--- src/tx_cfg_pkg.sv ---
// Purpose: Constants and types for the transmit packet configuration bank
// Assumes: Register offsets are 6-bit serial-port addresses
// Notes:   All offsets, reset values and counts live here
package tx_cfg_pkg;
	localparam logic [5:0] A_PIN0 = 6'h02;
	localparam logic [5:0] A_THR  = 6'h03;
	localparam logic [5:0] A_MKHI = 6'h04;
	localparam logic [5:0] A_MKLO = 6'h05;
	localparam logic [5:0] A_PLEN = 6'h06;
	localparam logic [5:0] A_PCTL = 6'h08;
	localparam logic [5:0] A_ADDR = 6'h09;
	localparam logic [5:0] A_CHAN = 6'h0A;
	localparam logic [5:0] A_QUEUE = 6'h3F;
	localparam logic [7:0] RST_PIN0 = 8'h3F;
	localparam logic [7:0] RST_THR  = 8'h07;
	localparam logic [7:0] RST_MKHI = 8'hD3;
	localparam logic [7:0] RST_MKLO = 8'h91;
	localparam logic [7:0] RST_PLEN = 8'hFF;
	localparam logic [7:0] RST_PCTL = 8'h45;
	localparam logic [7:0] RST_ADDR = 8'h00;
	localparam logic [7:0] RST_CHAN = 8'h00;
	localparam logic [7:0] PCTL_MASK = 8'h7F;
	localparam int     TEMP_BIT = 7;
	localparam int     INV_BIT  = 6;
	localparam int     WHITE_BIT = 6;
	localparam int     ALT_BIT   = 3;
	localparam int     CRC_BIT   = 2;
	localparam logic [5:0] SEL_THR   = 6'h02;
	localparam logic [5:0] SEL_FRAME = 6'h06;
	localparam logic [5:0] SEL_HIZ   = 6'h2E;
	localparam logic [5:0] SEL_CLK   = 6'h3F;
	localparam logic [5:0] THR_BASE  = 6'h3D;
	localparam int     CLK_DIV   = 192;
	localparam logic [6:0] DIV_HALF = 7'(CLK_DIV / 2);
	localparam logic [15:0] CRC_POLY = 16'h8005;
	localparam logic [15:0] CRC_INIT = 16'hFFFF;
	localparam logic [15:0] CRC_INIT_ALT = 16'h0000;
	localparam logic [8:0]  PN_INIT  = 9'h1FF;
	localparam logic [1:0] FMT_QUEUE = 2'h0;
	localparam logic [1:0] FMT_SSYNC = 2'h1;
	localparam logic [1:0] FMT_PN    = 2'h2;
	localparam logic [1:0] FMT_ASYNC = 2'h3;
	localparam logic [1:0] LEN_FIXED = 2'h0;
	localparam logic [1:0] LEN_VAR   = 2'h1;
	localparam logic [1:0] LEN_INF   = 2'h2;
	localparam int     Q_WIDTH = 8;
	localparam int     Q_DEPTH = 32;

	typedef struct packed {
		logic [7:0] pin0;
		logic [7:0] thr;
		logic [7:0] mkhi;
		logic [7:0] mklo;
		logic [7:0] plen;
		logic [7:0] pctl;
		logic [7:0] addr;
		logic [7:0] chan;
	} cfg_s;

	typedef struct packed {
		logic       rd;
		logic       burst;
		logic [5:0] addr;
	} spi_hdr_s;

	typedef enum logic [2:0] {
		S_IDLE, S_SYNC, S_DATA, S_CRC, S_STREAM
	} fr_state_e;
endpackage

--- src/tx_packet_config_bank.sv ---
// Purpose: Configuration bank, transmit queue and packet framer
// Assumes: mclk_i is the crystal clock; serial port pins are asynchronous
// Notes:   Registers are reached only over the serial configuration port
`timescale 1ns/100ps
`default_nettype none

module tx_queue #(
	parameter int WIDTH = 8,
	parameter int DEPTH = 32
) (
	input  wire logic             clk_i,      // Clock
	input  wire logic             rstn_i,     // Async reset, low
	input  wire logic             in_valid_i, // Write request
	output logic                  in_ready_o, // Not full
	input  wire logic [WIDTH-1:0] in_data_i,  // Write data
	output logic                  out_valid_o,// Not empty
	input  wire logic             out_ready_i,// Read accept
	output logic      [WIDTH-1:0] out_data_o, // Head word
	output logic [$clog2(DEPTH):0] count_o    // Words held
);
	localparam int AW = $clog2(DEPTH);
	logic [WIDTH-1:0] mem [DEPTH];
	logic [AW:0]      wp_q;
	logic [AW:0]      rp_q;
	logic             push;
	logic             pop;

	assign count_o     = wp_q - rp_q;
	assign in_ready_o  = count_o != (AW+1)'(DEPTH);
	assign out_valid_o = wp_q != rp_q;
	assign out_data_o  = mem[rp_q[AW-1:0]];
	assign push        = in_valid_i & in_ready_o;
	assign pop         = out_ready_i & out_valid_o;

	always_ff @(posedge clk_i) begin
		if (push)
			mem[wp_q[AW-1:0]] <= in_data_i;
	end

	always_ff @(posedge clk_i or negedge rstn_i) begin
		if (!rstn_i) begin
			wp_q <= '0;
			rp_q <= '0;
		end else begin
			wp_q <= wp_q + (AW+1)'(push);
			rp_q <= rp_q + (AW+1)'(pop);
		end
	end
endmodule

module tx_packet_config_bank
	import tx_cfg_pkg::*;
(
	input  wire logic        mclk_i,         // Crystal clock
	input  wire logic        rstn_i,         // Async reset, low
	input  wire logic        spi_sclk_i,     // Serial port clock
	input  wire logic        spi_csn_i,      // Serial port select, low
	input  wire logic        spi_si_i,       // Serial data in
	output logic             spi_so_o,       // Serial data out
	input  wire logic        pin0_i,         // Pin 0 level in
	output logic             pin0_o,         // Pin 0 drive level
	output logic             pin0_oe_o,      // Pin 0 drive enable
	output logic             temp_sensor_en_o, // Temp sensor on
	input  wire logic        tx_start_i,     // Start transmit pulse
	input  wire logic        tx_stop_i,      // Stop transmit pulse
	input  wire logic        tx_bit_tick_i,  // One pulse per bit
	output logic             tx_bit_o,       // Bit to modulator
	output logic             tx_active_o,    // Transmission running
	output logic             underflow_o,    // Queue ran dry
	output logic             queue_over_limit_o, // Level reached
	output logic             queue_full_o,   // Queue refuses bytes
	output logic [7:0]       station_addr_o, // Filtering address
	input  wire logic [23:0] carrier_base_word_i, // Base word
	input  wire logic [15:0] chan_spacing_i, // Channel spacing
	output logic [23:0]      carrier_word_o  // Carrier word
);
	logic       sclk_s1_q, sclk_s2_q, sclk_s3_q;
	logic       csn_s1_q, csn_s2_q, csn_s3_q;
	logic       si_s1_q, si_s2_q;
	logic       pin_s1_q, pin_s2_q;
	logic [2:0] bitc_q;
	logic [7:0] rx_sh_q;
	logic [7:0] so_sh_q;
	logic       so_q;
	logic       hdr_done_q;
	spi_hdr_s   hdr_q;
	cfg_s       cfg_q;
	logic [6:0] div_cnt_q;
	logic       clk_div_q;
	fr_state_e  st_q, st_d;
	logic [15:0] sh_q, sh_d;
	logic [3:0] cnt_q, cnt_d;
	logic [7:0] left_q, left_d;
	logic [15:0] crc_q, crc_d;
	logic [8:0] pn_q, pn_d;
	logic       bit_q, bit_d;
	logic       unf_q, unf_d;
	logic       pin_q, oe_q, over_q, full_q, temp_q, act_q;
	logic [7:0] saddr_q;
	logic [23:0] carrier_q;
	logic [7:0] rd_data;

	wire sclk_rise = sclk_s2_q & ~sclk_s3_q;
	wire sclk_fall = ~sclk_s2_q & sclk_s3_q;
	wire cs_act    = ~csn_s2_q;
	wire cs_start  = csn_s3_q & ~csn_s2_q;
	wire [7:0] rx_byte  = {rx_sh_q[6:0], si_s2_q};
	wire byte_done = sclk_rise & cs_act & (bitc_q == 3'h7);
	wire wr_stb    = byte_done & hdr_done_q & ~hdr_q.rd;
	wire q_push    = wr_stb & (hdr_q.addr == A_QUEUE);
	wire cfg_wr    = wr_stb & (hdr_q.addr != A_QUEUE);
	wire [5:0] rd_addr = hdr_done_q ? hdr_q.addr + 6'h01 : rx_byte[5:0];
	wire next_reg  = ~hdr_done_q | hdr_q.burst;

	wire [1:0] fmt      = cfg_q.pctl[5:4];
	wire [1:0] len_mode = cfg_q.pctl[1:0];
	wire       white_on = cfg_q.pctl[WHITE_BIT];
	wire       crc_on   = cfg_q.pctl[CRC_BIT];
	wire       alt_crc  = cfg_q.pctl[ALT_BIT];
	wire [5:0] pin_sel  = cfg_q.pin0[5:0];
	wire       pin_inv  = cfg_q.pin0[INV_BIT];
	wire       temp_on  = cfg_q.pin0[TEMP_BIT];

	logic       q_in_ready, q_out_valid, q_pop;
	logic [7:0] q_data;
	logic [5:0] q_count;

	wire [7:0] status = {1'b0, st_q != S_IDLE, q_count};
	wire [5:0] thr_level = THR_BASE - {cfg_q.thr[3:0], 2'b00};
	wire       over_d = q_count >= thr_level;
	wire       white_bit = white_on & pn_q[0];
	wire       data_bit = sh_q[15] ^ white_bit;
	wire       crc_fb = crc_q[15] ^ sh_q[15];
	wire [15:0] crc_upd = {crc_q[14:0], 1'b0} ^ (crc_fb ? CRC_POLY : '0);
	wire [8:0] pn_next = {pn_q[0] ^ pn_q[5], pn_q[8:1]};
	wire [15:0] crc_start = alt_crc ? CRC_INIT_ALT : CRC_INIT;
	wire [23:0] slot_off = 24'(cfg_q.chan * chan_spacing_i);
	wire [23:0] carrier_d = carrier_base_word_i + slot_off;
	wire       sig_sel = (pin_sel == SEL_THR)   ? over_q :
	                     (pin_sel == SEL_FRAME) ? (st_q != S_IDLE) :
	                     (pin_sel == SEL_CLK)   ? clk_div_q : 1'b0;
	wire       pin_in_mode = (fmt == FMT_SSYNC) | (fmt == FMT_ASYNC);
	wire       oe_d = (pin_sel != SEL_HIZ) & ~temp_on & ~pin_in_mode;
	wire       last_bit = tx_bit_tick_i & (cnt_q == 4'h0);
	wire       more = (len_mode == LEN_INF) ? q_out_valid : left_q != 8'h00;

	always_comb begin
		case (rd_addr)
			A_PIN0:  rd_data = cfg_q.pin0;
			A_THR:   rd_data = cfg_q.thr;
			A_MKHI:  rd_data = cfg_q.mkhi;
			A_MKLO:  rd_data = cfg_q.mklo;
			A_PLEN:  rd_data = cfg_q.plen;
			A_PCTL:  rd_data = cfg_q.pctl;
			A_ADDR:  rd_data = cfg_q.addr;
			A_CHAN:  rd_data = cfg_q.chan;
			default: rd_data = 8'h00;
		endcase
	end

	tx_queue #(
		.WIDTH(Q_WIDTH),
		.DEPTH(Q_DEPTH)
	) u_queue (
		.clk_i      (mclk_i),
		.rstn_i     (rstn_i),
		.in_valid_i (q_push),
		.in_ready_o (q_in_ready),
		.in_data_i  (rx_byte),
		.out_valid_o(q_out_valid),
		.out_ready_i(q_pop),
		.out_data_o (q_data),
		.count_o    (q_count)
	);

	always_ff @(posedge mclk_i or negedge rstn_i) begin
		if (!rstn_i) begin
			{sclk_s1_q, sclk_s2_q, sclk_s3_q} <= 3'h0;
			{csn_s1_q, csn_s2_q, csn_s3_q}    <= 3'h7;
			{si_s1_q, si_s2_q, pin_s1_q, pin_s2_q} <= 4'h0;
		end else begin
			{sclk_s1_q, sclk_s2_q, sclk_s3_q} <= {spi_sclk_i, sclk_s1_q, sclk_s2_q};
			{csn_s1_q, csn_s2_q, csn_s3_q}    <= {spi_csn_i, csn_s1_q, csn_s2_q};
			{si_s1_q, si_s2_q}   <= {spi_si_i, si_s1_q};
			{pin_s1_q, pin_s2_q} <= {pin0_i, pin_s1_q};
		end
	end

	// Serial port: header byte then data bytes, bursts step the address
	always_ff @(posedge mclk_i or negedge rstn_i) begin
		if (!rstn_i) begin
			bitc_q     <= 3'h0;
			rx_sh_q    <= 8'h00;
			hdr_done_q <= 1'b0;
			hdr_q      <= '0;
			so_sh_q    <= 8'h00;
			so_q       <= 1'b0;
		end else if (cs_start) begin
			bitc_q     <= 3'h0;
			hdr_done_q <= 1'b0;
			so_q       <= status[7];
			so_sh_q    <= {status[6:0], 1'b0};
		end else if (sclk_rise & cs_act) begin
			rx_sh_q <= rx_byte;
			bitc_q  <= bitc_q + 3'h1;
			if (byte_done) begin
				so_sh_q <= next_reg ? rd_data : status;
				if (!hdr_done_q) begin
					hdr_q      <= rx_byte;
					hdr_done_q <= 1'b1;
				end else if (hdr_q.burst) begin
					hdr_q.addr <= rd_addr;
				end else begin
					hdr_done_q <= 1'b0;
				end
			end
		end else if (sclk_fall & cs_act) begin
			so_q    <= so_sh_q[7];
			so_sh_q <= {so_sh_q[6:0], 1'b0};
		end
	end

	// Reserved control bit seven never stores; threshold high bits do
	always_ff @(posedge mclk_i or negedge rstn_i) begin
		if (!rstn_i) begin
			cfg_q <= {RST_PIN0, RST_THR, RST_MKHI, RST_MKLO,
			          RST_PLEN, RST_PCTL, RST_ADDR, RST_CHAN};
		end else if (cfg_wr) begin
			case (hdr_q.addr)
				A_PIN0:  cfg_q.pin0 <= rx_byte;
				A_THR:   cfg_q.thr  <= rx_byte;
				A_MKHI:  cfg_q.mkhi <= rx_byte;
				A_MKLO:  cfg_q.mklo <= rx_byte;
				A_PLEN:  cfg_q.plen <= rx_byte;
				A_PCTL:  cfg_q.pctl <= rx_byte & PCTL_MASK;
				A_ADDR:  cfg_q.addr <= rx_byte;
				A_CHAN:  cfg_q.chan <= rx_byte;
				default: cfg_q <= cfg_q;
			endcase
		end
	end

	// Framer next state
	always_comb begin
		st_d = st_q;
		sh_d = sh_q;
		cnt_d = cnt_q;
		left_d = left_q;
		crc_d = crc_q;
		pn_d = pn_q;
		bit_d = bit_q;
		unf_d = 1'b0;
		q_pop = 1'b0;
		case (st_q)
			S_IDLE: begin
				if (tx_start_i) begin
					pn_d = PN_INIT;
					crc_d = crc_start;
					if (fmt == FMT_QUEUE) begin
						st_d = S_SYNC;
						sh_d = {cfg_q.mkhi, cfg_q.mklo};
						cnt_d = 4'hF;
					end else begin
						st_d = S_STREAM;
					end
				end
			end
			S_SYNC: begin
				if (tx_bit_tick_i) begin
					bit_d = sh_q[15];
					sh_d = {sh_q[14:0], 1'b0};
					cnt_d = cnt_q - 4'h1;
				end
				if (last_bit) begin
					q_pop = q_out_valid;
					sh_d = {q_data, 8'h00};
					cnt_d = 4'h7;
					st_d = q_out_valid ? S_DATA : S_IDLE;
					unf_d = ~q_out_valid;
					left_d = (len_mode == LEN_VAR) ? q_data :
					         cfg_q.plen - 8'h01;
				end
			end
			S_DATA, S_CRC: begin
				if (tx_bit_tick_i) begin
					bit_d = data_bit;
					pn_d = pn_next;
					sh_d = {sh_q[14:0], 1'b0};
					cnt_d = cnt_q - 4'h1;
					if (st_q == S_DATA)
						crc_d = crc_upd;
				end
				if (last_bit && st_q == S_CRC) begin
					st_d = S_IDLE;
				end else if (last_bit && more) begin
					q_pop = q_out_valid;
					sh_d = {q_data, 8'h00};
					cnt_d = 4'h7;
					left_d = left_q - 8'h01;
					st_d = q_out_valid ? S_DATA : S_IDLE;
					unf_d = ~q_out_valid;
				end else if (last_bit && crc_on && len_mode != LEN_INF) begin
					st_d = S_CRC;
					sh_d = crc_upd;
					cnt_d = 4'hF;
				end else if (last_bit) begin
					st_d = S_IDLE;
				end
			end
			S_STREAM: begin
				if (fmt == FMT_ASYNC) begin
					bit_d = pin_s2_q;
				end else if (tx_bit_tick_i) begin
					pn_d = pn_next;
					bit_d = (fmt == FMT_PN) ? pn_q[0] :
					        pin_s2_q;
				end
			end
			default: st_d = S_IDLE;
		endcase
		if (tx_stop_i && st_q != S_IDLE)
			st_d = S_IDLE;
	end

	always_ff @(posedge mclk_i or negedge rstn_i) begin
		if (!rstn_i) begin
			st_q <= S_IDLE;
			sh_q <= 16'h0000;
			cnt_q <= 4'h0;
			left_q <= 8'h00;
			crc_q <= 16'h0000;
			pn_q <= PN_INIT;
			bit_q <= 1'b0;
			unf_q <= 1'b0;
			act_q <= 1'b0;
		end else begin
			st_q <= st_d;
			sh_q <= sh_d;
			cnt_q <= cnt_d;
			left_q <= left_d;
			crc_q <= crc_d;
			pn_q <= pn_d;
			bit_q <= bit_d;
			unf_q <= unf_d;
			act_q <= st_d != S_IDLE;
		end
	end

	// Crystal clock divided by 192 for pin 0
	always_ff @(posedge mclk_i or negedge rstn_i) begin
		if (!rstn_i) begin
			div_cnt_q <= 7'h00;
			clk_div_q <= 1'b0;
		end else if (div_cnt_q == DIV_HALF - 7'h01) begin
			div_cnt_q <= 7'h00;
			clk_div_q <= ~clk_div_q;
		end else begin
			div_cnt_q <= div_cnt_q + 7'h01;
		end
	end

	always_ff @(posedge mclk_i or negedge rstn_i) begin
		if (!rstn_i) begin
			pin_q <= 1'b0;
			oe_q <= 1'b0;
			over_q <= 1'b0;
			full_q <= 1'b0;
			temp_q <= 1'b0;
			saddr_q <= 8'h00;
			carrier_q <= 24'h000000;
		end else begin
			pin_q <= sig_sel ^ pin_inv;
			oe_q <= oe_d;
			over_q <= over_d;
			full_q <= ~q_in_ready;
			temp_q <= temp_on;
			saddr_q <= cfg_q.addr;
			carrier_q <= carrier_d;
		end
	end

	assign spi_so_o = so_q;
	assign pin0_o = pin_q;
	assign pin0_oe_o = oe_q;
	assign temp_sensor_en_o = temp_q;
	assign tx_bit_o = bit_q;
	assign tx_active_o = act_q;
	assign underflow_o = unf_q;
	assign queue_over_limit_o = over_q;
	assign queue_full_o = full_q;
	assign station_addr_o = saddr_q;
	assign carrier_word_o = carrier_q;

	wire chk_over = q_count >= 6'd61 - {cfg_q.thr[3:0], 2'b00};
	wire chk_sig = sig_sel;
	wire [23:0] chk_car = carrier_d;
	wire chk_dbit = data_bit;
endmodule

`default_nettype wire

--- config.mk ---
export PLATFORM = sky130hd
export DESIGN_NAME = tx_packet_config_bank
export DESIGN_NICKNAME = d
export VERILOG_FILES = /design/src/tx_cfg_pkg.sv /design/src/tx_packet_config_bank.sv
export SDC_FILE = /design/constraint.sdc
export NUM_CORES = 1
export LEC_CHECK = 0
export BUFFER_PORTS_ARGS = -buffer_cell sky130_fd_sc_hd__buf_2
export CAP_MARGIN = 10
export CORE_AREA = 2 2 241 243
export CTS_CLUSTER_SIZE = 10
export DETAILED_ROUTE_END_ITERATION = 6
export DIE_AREA = 0 0 243 245
export SKIP_LAST_GASP = 1
export SYNTH_ARGS = -nofsm -noshare
export SYNTH_HDL_FRONTEND = slang
export SYNTH_SLANG_ARGS = --single-unit
--- constraint.sdc ---
create_clock -name mclk_i -period 7.15 [get_ports mclk_i]
set_clock_uncertainty 0.05 [all_clocks]
set_input_delay 0.715 -clock mclk_i [delete_from_list [all_inputs] [get_ports mclk_i]]
set_output_delay 0.715 -clock mclk_i [all_outputs]
set_load 0.1 [all_outputs]
### After elaboration in Yosys (flattened, before gate mapping)

Memory sizes are Yosys's and may differ from the RTL's.
Cells that the tools add are included.

* memory bits (writable): 256
* word-level logic and storage cells: 264
* register bits: 217
* memories kept: 1
* output and inout bits: 41
* input port bits: 49

Memory list
* u_queue.mem: words 32, bits a word 8, rd ports 1, clocked after Yosys merged registers in 0, wr ports 1, RTL line tx_packet_config_bank.sv:22 `logic [WIDTH-1:0] mem [DEPTH];`

* reductions and logical operators: 40
* $lt $le $gt $ge: 1
* $mul: 1
* multiplexer cells: 81
* bitwise logic cells: 34
* eq/ne operators: 49
* $add $sub $neg: 11

Operators with widths (count)
* $mux W16: 12
* $mux W8: 9
* $pmux W8 S8: 1
* $pmux W16 S3: 1
* $eq A6 B3 Y1 const B: 7
* $eq A6 B4 Y1 const B: 6
* $pmux W16 S2: 1
* $eq A6 B2 Y1 const B: 5
* $mux W3: 10
* $mux W4: 7
* $mux W9: 3
* $pmux W9 S3: 1
* $mux W1: 25
* $add A24 B24 Y24: 1
* $mul A8 B16 Y24: 1
* $reduce_and A2 Y1: 12
* $ne A2 B2 Y1 const B: 11
* $reduce_and A4 Y1: 5
* $mux W6: 3
* $ne A6 B6 Y1 const B: 3
* $reduce_bool A3 Y1: 6
* $and A1 B1 Y1: 16
* $pmux W8 S2: 1
* $sub A8 B1 Y8 const B: 2
* other kinds (36): 68

### Depth between registers and ports, before layout

Gate-level depths: netlist of run 1.

* depth after elaboration: 10
* mapped depth: 20
* mapped depth without buffers: 18

### Modules after synthesis

Synthesis of run 1 repeated with hierarchy kept, for this count alone.

* cells, all modules: 2082
* area total of the unflattened synthesis: 25495.7 sq um

By module, submodules not included
* tx_packet_config_bank: area each 14577.7 sq um, times used 1, sequential area each 5180.0 sq um, cells an instance 1491
* tx_queue: area each 10918.0 sq um, times used 1, sequential area each 7987.7 sq um, cells an instance 591

### Worst setup path before layout of run 1

OpenSTA, ideal clock, no wires.

* path kind: register -> register
* start: reg cfg_q[1] (netlist name)
* end: reg carrier_q[22] (netlist: carrier_word_o[22])
* required time: 6.972 ns
* period minus slack after synthesis: 4.741 ns
* arrival: 4.563 ns
* library setup time: 0.128 ns
* slack: 2.409 ns
* stages on the path, launching flop included: 19
* path buffers: 2
* path through: dfrtp_1 > clkbuf_1 > clkbuf_1 > nand2_1 > fa_1 > inv_1 > fa_1 > inv_1 > fa_1 > fa_1 > inv_1 > ha_1 > o21ai_0 > o21ai_0 > o31ai_1 > a22oi_1 > a2111oi_0 > o21bai_1 > xor2_1

* word-level cells in the longest chain between the ends: 2

RTL lines
* start: declaration: RTL line tx_packet_config_bank.sv:87 `cfg_s cfg_q;`
* start signal: assignment: RTL line tx_packet_config_bank.sv:226 `cfg_q <= {RST_PIN0, RST_THR, RST_MKHI, RST_MKLO,`
* start signal: assignment: RTL line tx_packet_config_bank.sv:238 `default: cfg_q <= cfg_q;`
* $mul A8 B16 Y24: RTL line tx_packet_config_bank.sv:137 `wire [23:0] slot_off = 24'(cfg_q.chan * chan_spacing_i);`
* $add A24 B24 Y24: RTL line tx_packet_config_bank.sv:138 `wire [23:0] carrier_d = carrier_base_word_i + slot_off;`
* named net carrier_d[22]: RTL line tx_packet_config_bank.sv:138
* end signal: assignment: RTL line tx_packet_config_bank.sv:378 `carrier_q <= carrier_d;`
* end: declaration: RTL line tx_packet_config_bank.sv:100 `logic [23:0] carrier_q;`

The timed path passes the listed nets, and every way through them passes these cells.
A chain may end at the register's enable or synchronous reset.

### Final worst setup path of run 1

* start: reg cfg_q[1] (netlist name)
* end: reg carrier_q[21] (netlist: carrier_word_o[21])

Same word-level chain as after synthesis.

==> results by group, run 1 <==
Status
  – Outcome: complete, no violations

Final layout
  – Commonest non-fill, non-tap cell in the layout: edfxtp_1
  – Commonest non-fill, non-tap cells in the layout: 256 x edfxtp_1, 194 x inv_1, 176 x dfrtp_1, 175 x nand2_1, 132 x nor2_1
  – Fin nets: between 2000 and 2500
  – Layout area overhead: 11.40%
  – Post-route insts no fill: 2984
  – Share of layout cells above drive strength 1: approximately 16%
  – Diode count: 0

Detailed routing
  – Via Count: roughly 17000
  – Initial DRC Count: around 1100
  – First-pass iteration count of the detailed router: 5
  – DRC viols: 0
  – DR vias/cell: 5.530
  – Drt wl/cell: 20.25 µm
  – Final wirelength: 60.42 mm
  – Antenna Nets Post-Route: 0

Clock tree
  – Clock transition at path regs: 0.06 ns
  – H-Tree Depth: 2
  – CTS Hold Bufs: 0
  – Skew-Pair Late Insertion Delay: 0.63 ns
  – CTS root buf: clkbuf_16
  – Post-CTS Resized: 0
  – CTS tree: done
  – Cts bufs inserted: 56
  – Post-CTS setup buffer count: 0
  – Clock Path Buffers: 3
  – Clk sinks: ~470

STA
  – Period utilisation layout: roughly 76%
  – Final min period: 5.454 ns
  – Final setup vio count: 0
  – RSZ-0062 raised after global routing: no
  – Setup TNS: 0 ns
  – Worst slew margin: between 10% and 20%
  – Max Clk Rate: 0.1834 GHz
  – Least-Margin Pin Slew: 1.243 ns
  – Final hold viol count: 0
  – Fin. max-slew vios: 0

Power
  – Total power: 0.006906 W
  – Leakage: 11.57 nW
  – Pwr/cell area: 244.9 nW/µm²
  – Peak supply drop: 0.0002046 V

Synthesis
  – Synth unique cells: 90
  – Yosys top cell area share: 30.36%
  – Sequential area share after synthesis: 52.01%
  – Post-synth top area cell: edfxtp_1
  – Synthesized instance count: 2094
  – Syn avg cell area: 12.09 µm²
  – Synth warn: 0
  – Synth Flop Type: edfxtp_1
  – Mapped cell area: 25320 µm²
  – Post-synth net total: 2318
  – Register bit total from synthesis: between 400 and 500
  – Ranking of synthesized cells by area: edfxtp_1 30%, dfrtp_1 17%, fa_1 8.5%
  – EDFF count, synth: 256
  – Post-synth ARST share: around 46%

Floorplan
  – Die width: around 240 µm
  – I/O Pins: 90
  – Die area: 59540 µm²
  – Die height: 245 µm
  – Cell Rows: 88
  – Core box area: 57030 µm²
  – Initial Util: between 40 and 50%

Global route
  – GR Overflow Total: 0
  – Antenna violations before repair: 0
  – Vias in the first global route: approximately 17000
  – Largest net degree at the start of global routing: 79
  – First-pass GRT wire length: 96.15 mm
  – GRT Overall Usage: 20.67%

Critical path
  – CP Capture Type: flip-flop
  – Cell family with most CP delay: adder cells
  – Crit path DAT: 5.88 ns
  – Critical Path Fanout Max: 18
  – CP max stage delay: 0.83 ns
  – CP Buf/Inv Count: 4
  – Crit path cell chain: nand2_1 -> fa_1 -> inv_1 -> ha_1 -> ha_1 -> inv_1 -> fa_1 -> inv_1 -> ha_1 -> inv_1 -> fa_1 -> nor2b_1 -> o21ai_0 -> a21boi_0 -> o21ai_0 -> a21oi_1 -> a21oi_1 -> o311ai_0
  – Critical setup path kind: reg -> reg
  – Reg2Reg Setup Slack: 1.70 ns
  – CP most frequent cell: inv_1
  – Slowest cell on the critical path: dfrtp_1
  – Startpoint types: flip-flop
  – Critical path required time: 7.58 ns

Placed design
  – GP Congestion: 0.8895
  – DP HPWL: 41.33 mm
  – Placed insts: between 2000 and 3000
  – IO buf count: 89

Min path
  – Hold Path Class: in -> async

Run
  – Max Cap Viol: 0
==> logic make-up (layout without fill, tap and decap cells) <==
group	Yosys count	after routing	share of synthesized area, %
compound gates	377	377	9.711
xor+xnor	50	50	1.730
fa+ha+maj	176	176	11.86
buf+inv	280	405	4.408
flops	473	473	52.01
mux	203	203	10.08
simple gates	535	535	10.21
==> state kept, by name, indices dropped and copies added, names as in the netlist, 3 cells and up <==
name and flops:
crc_q 16, carrier_word_o 24, rx_sh_q 7, hdr_q 8, so_sh_q 8, st_q 3, div_cnt_q 7, cnt_q 4
u_queue.wp_q 6, u_queue.rp_q 6, pn_q 9, u_queue.mem 256, station_addr_o 8, sh_q 16, cfg_q 62, bitc_q 3
left_q 8
==> cells in the mapped netlist (all sizes together), types with 12 or more instances <==
cell / instances
edfxtp: 256
inv: 195
dfrtp: 177
nand2: 176
nor2: 133
o21ai: 108
fa: 107
mux2i: 97
a21oi: 91
and2: 88
mux2: 72
ha: 68
clkbuf: 54
dfstp: 40
mux4: 34
xnor2: 33
a22oi: 31
buf: 31
nand3: 29
nor3: 24
a221oi: 19
o22ai: 19
xor2: 17
nor2b: 15
a21o: 13
nand2b: 13
and3: 12
==> power by group <==
group          switching [W]  internal, W
combinational       0.000676     0.000339
clock                0.00112      0.00155
sequential          0.000167      0.00305
total                0.00196      0.00494
==> metal layers <==
| layer | share of wire [%] | global-route usage (%) |
|---|---|---|
| met1 | 45 | 28.39 |
| met2 | 48 | 34.05 |
| met3 | 4.2 | 2.569 |
| met4 | 2.7 | 7.254 |
| met5 | 0 | 0 |
==> stage by stage <==
step	cell area (µm²)	hold WS (ns)	util, %	setup WS, ns
2_1_floorplan	25320	0.2812	-	2.409
4_1_cts	28200	0.03752	49.44	1.723
3_3_place_gp	26480	0.2824	46.42	1.779
5_1_grt	28200	0.07514	49.45	1.321
3_5_place_dp	26480	0.2864	46.42	1.725
6_report	28200	0.03259	49.45	1.696
==> worst paths after layout <==
| kind | from | end | depth (start not counted) |
|---|---|---|---|
| worst max-delay path | cfg_q[1]$_DFFE_PN0P_ | carrier_word_o[21]$_DFF_PN0_ | 18 |
| worst min-delay path | rstn_i | crc_q[13]$_DFFE_PN0P_ | 1 |
| worst max register to register | cfg_q[1]$_DFFE_PN0P_ | carrier_word_o[21]$_DFF_PN0_ | 18 |
| worst min register to register | sclk_s1_q$_DFF_PN0_ | sclk_s2_q$_DFF_PN0_ | 0 |
| max in group asynchronous | rstn_i | queue_over_limit_o$_DFF_PN0_ | 2 |
| min in group mclk_i | pin0_i | pin_s1_q$_DFF_PN0_ | 1 |
==> layout make-up <==
cell class | instances | area [µm²]
tap | 765 | 957.2
clock buffer | 95 | 1598
fill | 5114 | 28830
clock inverter | 8 | 120.1
inverter | 195 | 732.0
multi-input combinational | 1341 | 11030
timing repair buffer | 107 | 590.6
sequential | 473 | 13170
No activity file was read; power rests on OpenSTA's default activity.
==> run 2: changes to the inputs <==
- clock period: 7.15 -> 4.5 ns (I/O delays scaled with it)
==> results by group, run 2 (synthesis results as in run 1) <==
Status
  – Outcome: complete, but fails checks
  – Failing checks: setup timing

Final layout
  – Final Cell Area: approximately 30000 µm²
  – Area of the multi-input gates: roughly 11000 µm²
  – Post-route insts no fill: 3130
  – Share of layout cells above drive strength 1: 23.14%
  – Fin nets: 2547
  – Commonest non-fill, non-tap cells in the layout: 256 x edfxtp_1, 191 x inv_1, 171 x nand2_1, 168 x dfrtp_1, 149 x buf_4
  – Register area: about 13000 µm²
  – Layout area overhead: 17.47%
  – Fillers: 5033
  – Max reg flops: roughly 260
  – Commonest non-fill, non-tap cell in the layout: edfxtp_1

Critical path
  – Startpoint types: flip-flop
  – Critical Path Fanout Max: 6
  – Critical setup path kind: reg -> reg
  – Critical path required time: between 4 and 5 ns
  – CP Capture Type: flip-flop
  – Crit path launch: cfg_q[2]$_DFFE_PN0P_
  – Crit path DAT: 5.10 ns
  – Reg2Reg Launch Point: cfg_q[2]$_DFFE_PN0P_

STA
  – Fin. max-slew vios: 0
  – Final setup vio count: 2
  – RSZ-0062 raised after global routing: yes
  – Final hold viol count: 0
  – Final hold slack: 0.04303 ns
  – Period utilisation layout: 102.6%
  – Least-Margin Pin Slew: 1.206 ns
  – Max Clk Rate: 0.2165 GHz
  – Worst slew margin: 19.31%
  – Worst setup margin: -0.1192 ns
  – Final min period: ~4.6 ns

Floorplan
  – Die width: between 200 and 250 µm
  – Initial Util: approximately 44%
  – Core box area: roughly 57000 µm²
  – I/O Pins: 90
  – Die area: 59540 µm²
  – Cell Rows: 88
  – Die height: 245 µm

Detailed routing
  – DRC viols: 0
  – Antenna Nets Post-Route: 0
  – Initial DRC Count: 1230
  – Drt wl/cell: 19.84 µm
  – Final wirelength: 62.11 mm
  – First-pass iteration count of the detailed router: 5
  – Via Count: 17000
  – DR vias/cell: 5.430

Global route
  – GR Overflow Total: 0
  – Vias in the first global route: 17180
  – Largest net degree at the start of global routing: 94
  – First-pass GRT wire length: 96.81 mm
  – GRT Overall Usage: a little over a fifth
  – Antenna violations before repair: 3

Clock tree
  – CTS tree: done
  – Cts bufs inserted: 56
  – Clk sinks: 473
  – CTS root buf: clkbuf_16
  – Clock transition at path regs: about 0.060 ns
  – H-Tree Depth: 2
  – Skew-Pair Late Insertion Delay: between 0.6 and 0.7 ns
  – Clock Path Buffers: 3

Placed design
  – Post-DP Area: between 20000 and 30000 µm²
  – Placed insts: 3008
  – GP Congestion: approximately 0.89
  – Pre-CTS setup slack: -0.4777 ns
  – IO buf count: 89
  – DP HPWL: around 42 mm

Min path
  – Hold Path Class: in -> reg
  – Beginning of the worst hold path: tx_stop_i

Power
  – Peak supply drop: approximately 0.0003 V
  – Total power: between 0.01 and 0.015 W
  – Pwr/cell area: 370.9 nW/µm²
  – Leakage: around 12 nW

Run
  – Max Cap Viol: 0
[run 2: stage by stage]
stage / TNS, ns / utilization [%]
finish: -0.1832 / 52.15
floorplan: 0 / -
detailed placement: -2.600 / 48.14
global placement: -1.830 / 48.14
global route: -1.057 / 52.15
CTS: -0.05572 / 51.43
[run 2: final timing paths]
kind                                                endpoint  slack (ns)  cells past startpoint
max in group asynchronous               cfg_q[0]$_DFFE_PN0P_        2.86                      3
worst min register to register            csn_s2_q$_DFF_PN1_        0.30                      0
worst min-delay path                       st_q[1]$_DFF_PN0_        0.04                      2
worst max register to register  carrier_word_o[14]$_DFF_PN0_       -0.12                     18
min in group asynchronous              underflow_o$_DFF_PN0_        0.40                      2
worst max-delay path            carrier_word_o[14]$_DFF_PN0_       -0.12                     18
[run 2: critical path: stages, from the launching register on]
cell	delay, ns
dfrtp_2	0.47
buf_6	0.16
and2_1	0.16
fa_2	0.40
fa_1	0.48
inv_1	0.05
fa_1	0.45
fa_1	0.49
inv_1	0.07
ha_4	0.28
o21ai_2	0.07
o21ai_2	0.19
o31ai_2	0.09
buf_4	0.15
a22oi_2	0.31
buf_4	0.19
nor2_1	0.05
o31ai_2	0.25
xor2_1	0.17
[run 2: cell type report]
| type | count | share of cell area (%) |
|---|---|---|
| flip-flops and latches | 473 | 44.32 |
| multi-input cells | 1341 | 38.20 |
| repair buffers | 256 | 6.037 |
| clock buffers | 91 | 5.254 |
| well taps | 765 | 3.218 |
| inverters | 195 | 2.461 |
| clock inverters | 8 | 0.5048 |
| diodes | 1 | 0.008414 |
[run 2: timing repair]
action	4_1_cts	5_1_grt
endpoints found under the hold margin	77	0
buffers inserted	2	13
hold buffers	6	0
pin swaps	9	37
endpoints found under the setup margin	11	12
resized for setup	30	66
[run 2: where the power goes]
group | internal [W] | switching [W] | total, W
Combinational | 0.000577 | 0.00117 | 0.00174
Sequential | 0.00485 | 0.000210 | 0.00506
Clock | 0.00248 | 0.00175 | 0.00423
Total | 0.00791 | 0.00312 | 0.0110
[run 2: routing by layer]
layer  share of wire (%)  vias up  track usage [%]
li1                    -     7891                -
met1                  43     8567            28.27
met2                  49      434            34.38
met3                 4.9      104            2.996
met4                 3.1        0            7.200
met5                   0        -                0
==> run 3: changes to the inputs <==
- CORE_AREA: 2 2 241 243 -> 2 2 218 220
- DIE_AREA: 0 0 243 245 -> 0 0 220 222
- PLACE_DENSITY: unset -> 0.74
==> results by group, run 3 (synthesis results as in run 1) <==
Placed design
  – GP Congestion: 0.9286
  – DP HPWL: around 42 mm
  – IO buf count: 89

Status
  – Outcome: complete, but fails checks
  – Failing checks: DRC, setup timing

STA
  – RSZ-0062 raised after global routing: yes
  – Final hold slack: 0.1070 ns
  – Final min period: 4.648 ns
  – Setup TNS: -0.6815 ns
  – Worst setup margin: -0.1482 ns
  – Final setup vio count: 9
  – Period utilisation layout: 103.3%
  – Worst slew margin: 18.48%
  – Least-Margin Pin Slew: 1.218 ns
  – Final hold viol count: 0
  – Max Clk Rate: between 0.2 and 0.25 GHz
  – Fin. max-slew vios: 0

Final layout
  – Commonest non-fill, non-tap cells in the layout: 256 x edfxtp_1, 189 x inv_1, 169 x dfrtp_1, 168 x nand2_1, 157 x buf_4
  – Final Util: 64.52%
  – Max reg flops: roughly 260
  – Fillers: 3376
  – Layout area overhead: 17.89%
  – Diode count: 0
  – Commonest non-fill, non-tap cell in the layout: edfxtp_1
  – Fin nets: 2563
  – Share of layout cells above drive strength 1: 24.74%

Floorplan
  – Die width: 220 µm
  – Initial Util: 54.73%
  – Die area: 48840 µm²
  – Core box area: 46260 µm²
  – Cell Rows: slightly below 80
  – I/O Pins: 90
  – Die height: ~220 µm

Critical path
  – Crit path DAT: 5.06 ns
  – Startpoint types: flip-flop
  – Critical Path Fanout Max: 6
  – CP Capture Type: flip-flop
  – Critical setup path kind: reg -> reg
  – Critical path required time: roughly 4.9 ns

Clock tree
  – H-Tree Depth: 2
  – Skew-Pair Late Insertion Delay: 0.62 ns
  – Clk sinks: 473
  – Clock Path Buffers: 3
  – CTS tree: done
  – Cts bufs inserted: 54
  – CTS root buf: clkbuf_16
  – Clock transition at path regs: approximately 0.060 ns

Global route
  – Antenna violations before repair: 0
  – First-pass GRT wire length: 99.02 mm
  – GR Overflow Total: 0
  – GRT Overall Usage: about a quarter
  – Vias in the first global route: 18100
  – Largest net degree at the start of global routing: 109

Detailed routing
  – Antenna Nets Post-Route: 0
  – DR vias/cell: 5.884
  – Initial DRC Count: approximately 1800
  – Final wirelength: 63.94 mm
  – DRC viols: 1
  – Via Count: ~18000
  – Drt wl/cell: 21.37 µm
  – First-pass iteration count of the detailed router: 7

Power
  – Pwr/cell area: 364.4 nW/µm²
  – Peak supply drop: 0.0002860 V
  – Leakage: 12.46 nW

Min path
  – Hold Path Class: in -> reg

Run
  – Max Cap Viol: 0
==> run 3: stage by stage <==
| step | power [W] | worst slack [ns] | area [µm²] | cells |
|---|---|---|---|---|
| floorplan | 0.006281 | 0.003454 | 25330 | 2094 |
| CTS | 0.01090 | -0.07015 | 29350 | 2975 |
| global placement | 0.006785 | -0.2832 | 27290 | 2851 |
| finish | 0.01088 | -0.1482 | 29850 | 2992 |
| detailed placement | 0.006835 | -0.4907 | 27290 | 2851 |
| global route | 0.01130 | -0.2701 | 29850 | 2992 |
==> run 3: worst max-delay path: stages, from the launching register on <==
cell and delay, ns:
dfrtp_1 0.43, buf_6 0.15, buf_4 0.11, nand2_1 0.06, fa_1 0.51, inv_1 0.06, fa_1 0.50, fa_1 0.56
inv_1 0.06, fa_1 0.48, inv_1 0.07, ha_4 0.15, or3_1 0.33, o21ai_2 0.27, a211oi_2 0.13, buf_4 0.17
o41ai_2 0.35, nor2_1 0.09
==> run 3: power by group <==
| group | switching, W | internal (W) | leakage (nW) |
|---|---|---|---|
| logic | 0.00114 | 0.000594 | 6.63 |
| clock network | 0.00172 | 0.00234 | 0.768 |
| registers | 0.000230 | 0.00485 | 5.06 |
| total | 0.00309 | 0.00778 | 12.5 |
==> run 3: area by class of cell <==
type,instances,area [µm²],area share (%)
Clock inverter,5,103.9,0.3479
Tap cell,607,759.5,2.545
Timing Repair Buffer,274,1986,6.653
Inverter,195,732.0,2.452
Clock buffer,97,1523,5.102
Multi-Input combinational cell,1341,11560,38.74
Sequential cell,473,13180,44.16
==> run 3: per-layer routing <==
layer  part of all wire, %  wire [µm]  GRT usage (%)
met3                   6.0       3852          4.294
met2                    50      31680          42.48
met5                     0          0              0
met4                   3.0       1926          9.093
met1                    41      26480          35.57
==> run 3: repair_timing <==
action,CTS,global route
hold buffers,6,0
resized for setup,57,82
endpoints found under the hold margin,88,0
gates cloned,1,0
setup endpoints to repair,14,14
pin swaps,27,45
buffers inserted,15,17
==> run 3: worst paths after layout <==
check,endpoint,cells past startpoint,slack [ns],from
min in group asynchronous,crc_q[5]$_DFFE_PN0P_,2,0.43,rstn_i
setup reg to reg,carrier_word_o[23]$_DFF_PN0_,17,-0.15,cfg_q[0]$_DFFE_PN0P_
hold reg to reg,sclk_s2_q$_DFF_PN0_,0,0.30,sclk_s1_q$_DFF_PN0_
max in group asynchronous,cfg_q[1]$_DFFE_PN0P_,3,2.81,rstn_i
hold / removal,st_q[1]$_DFF_PN0_,2,0.11,tx_stop_i
setup / recovery,carrier_word_o[23]$_DFF_PN0_,17,-0.15,cfg_q[0]$_DFFE_PN0P_
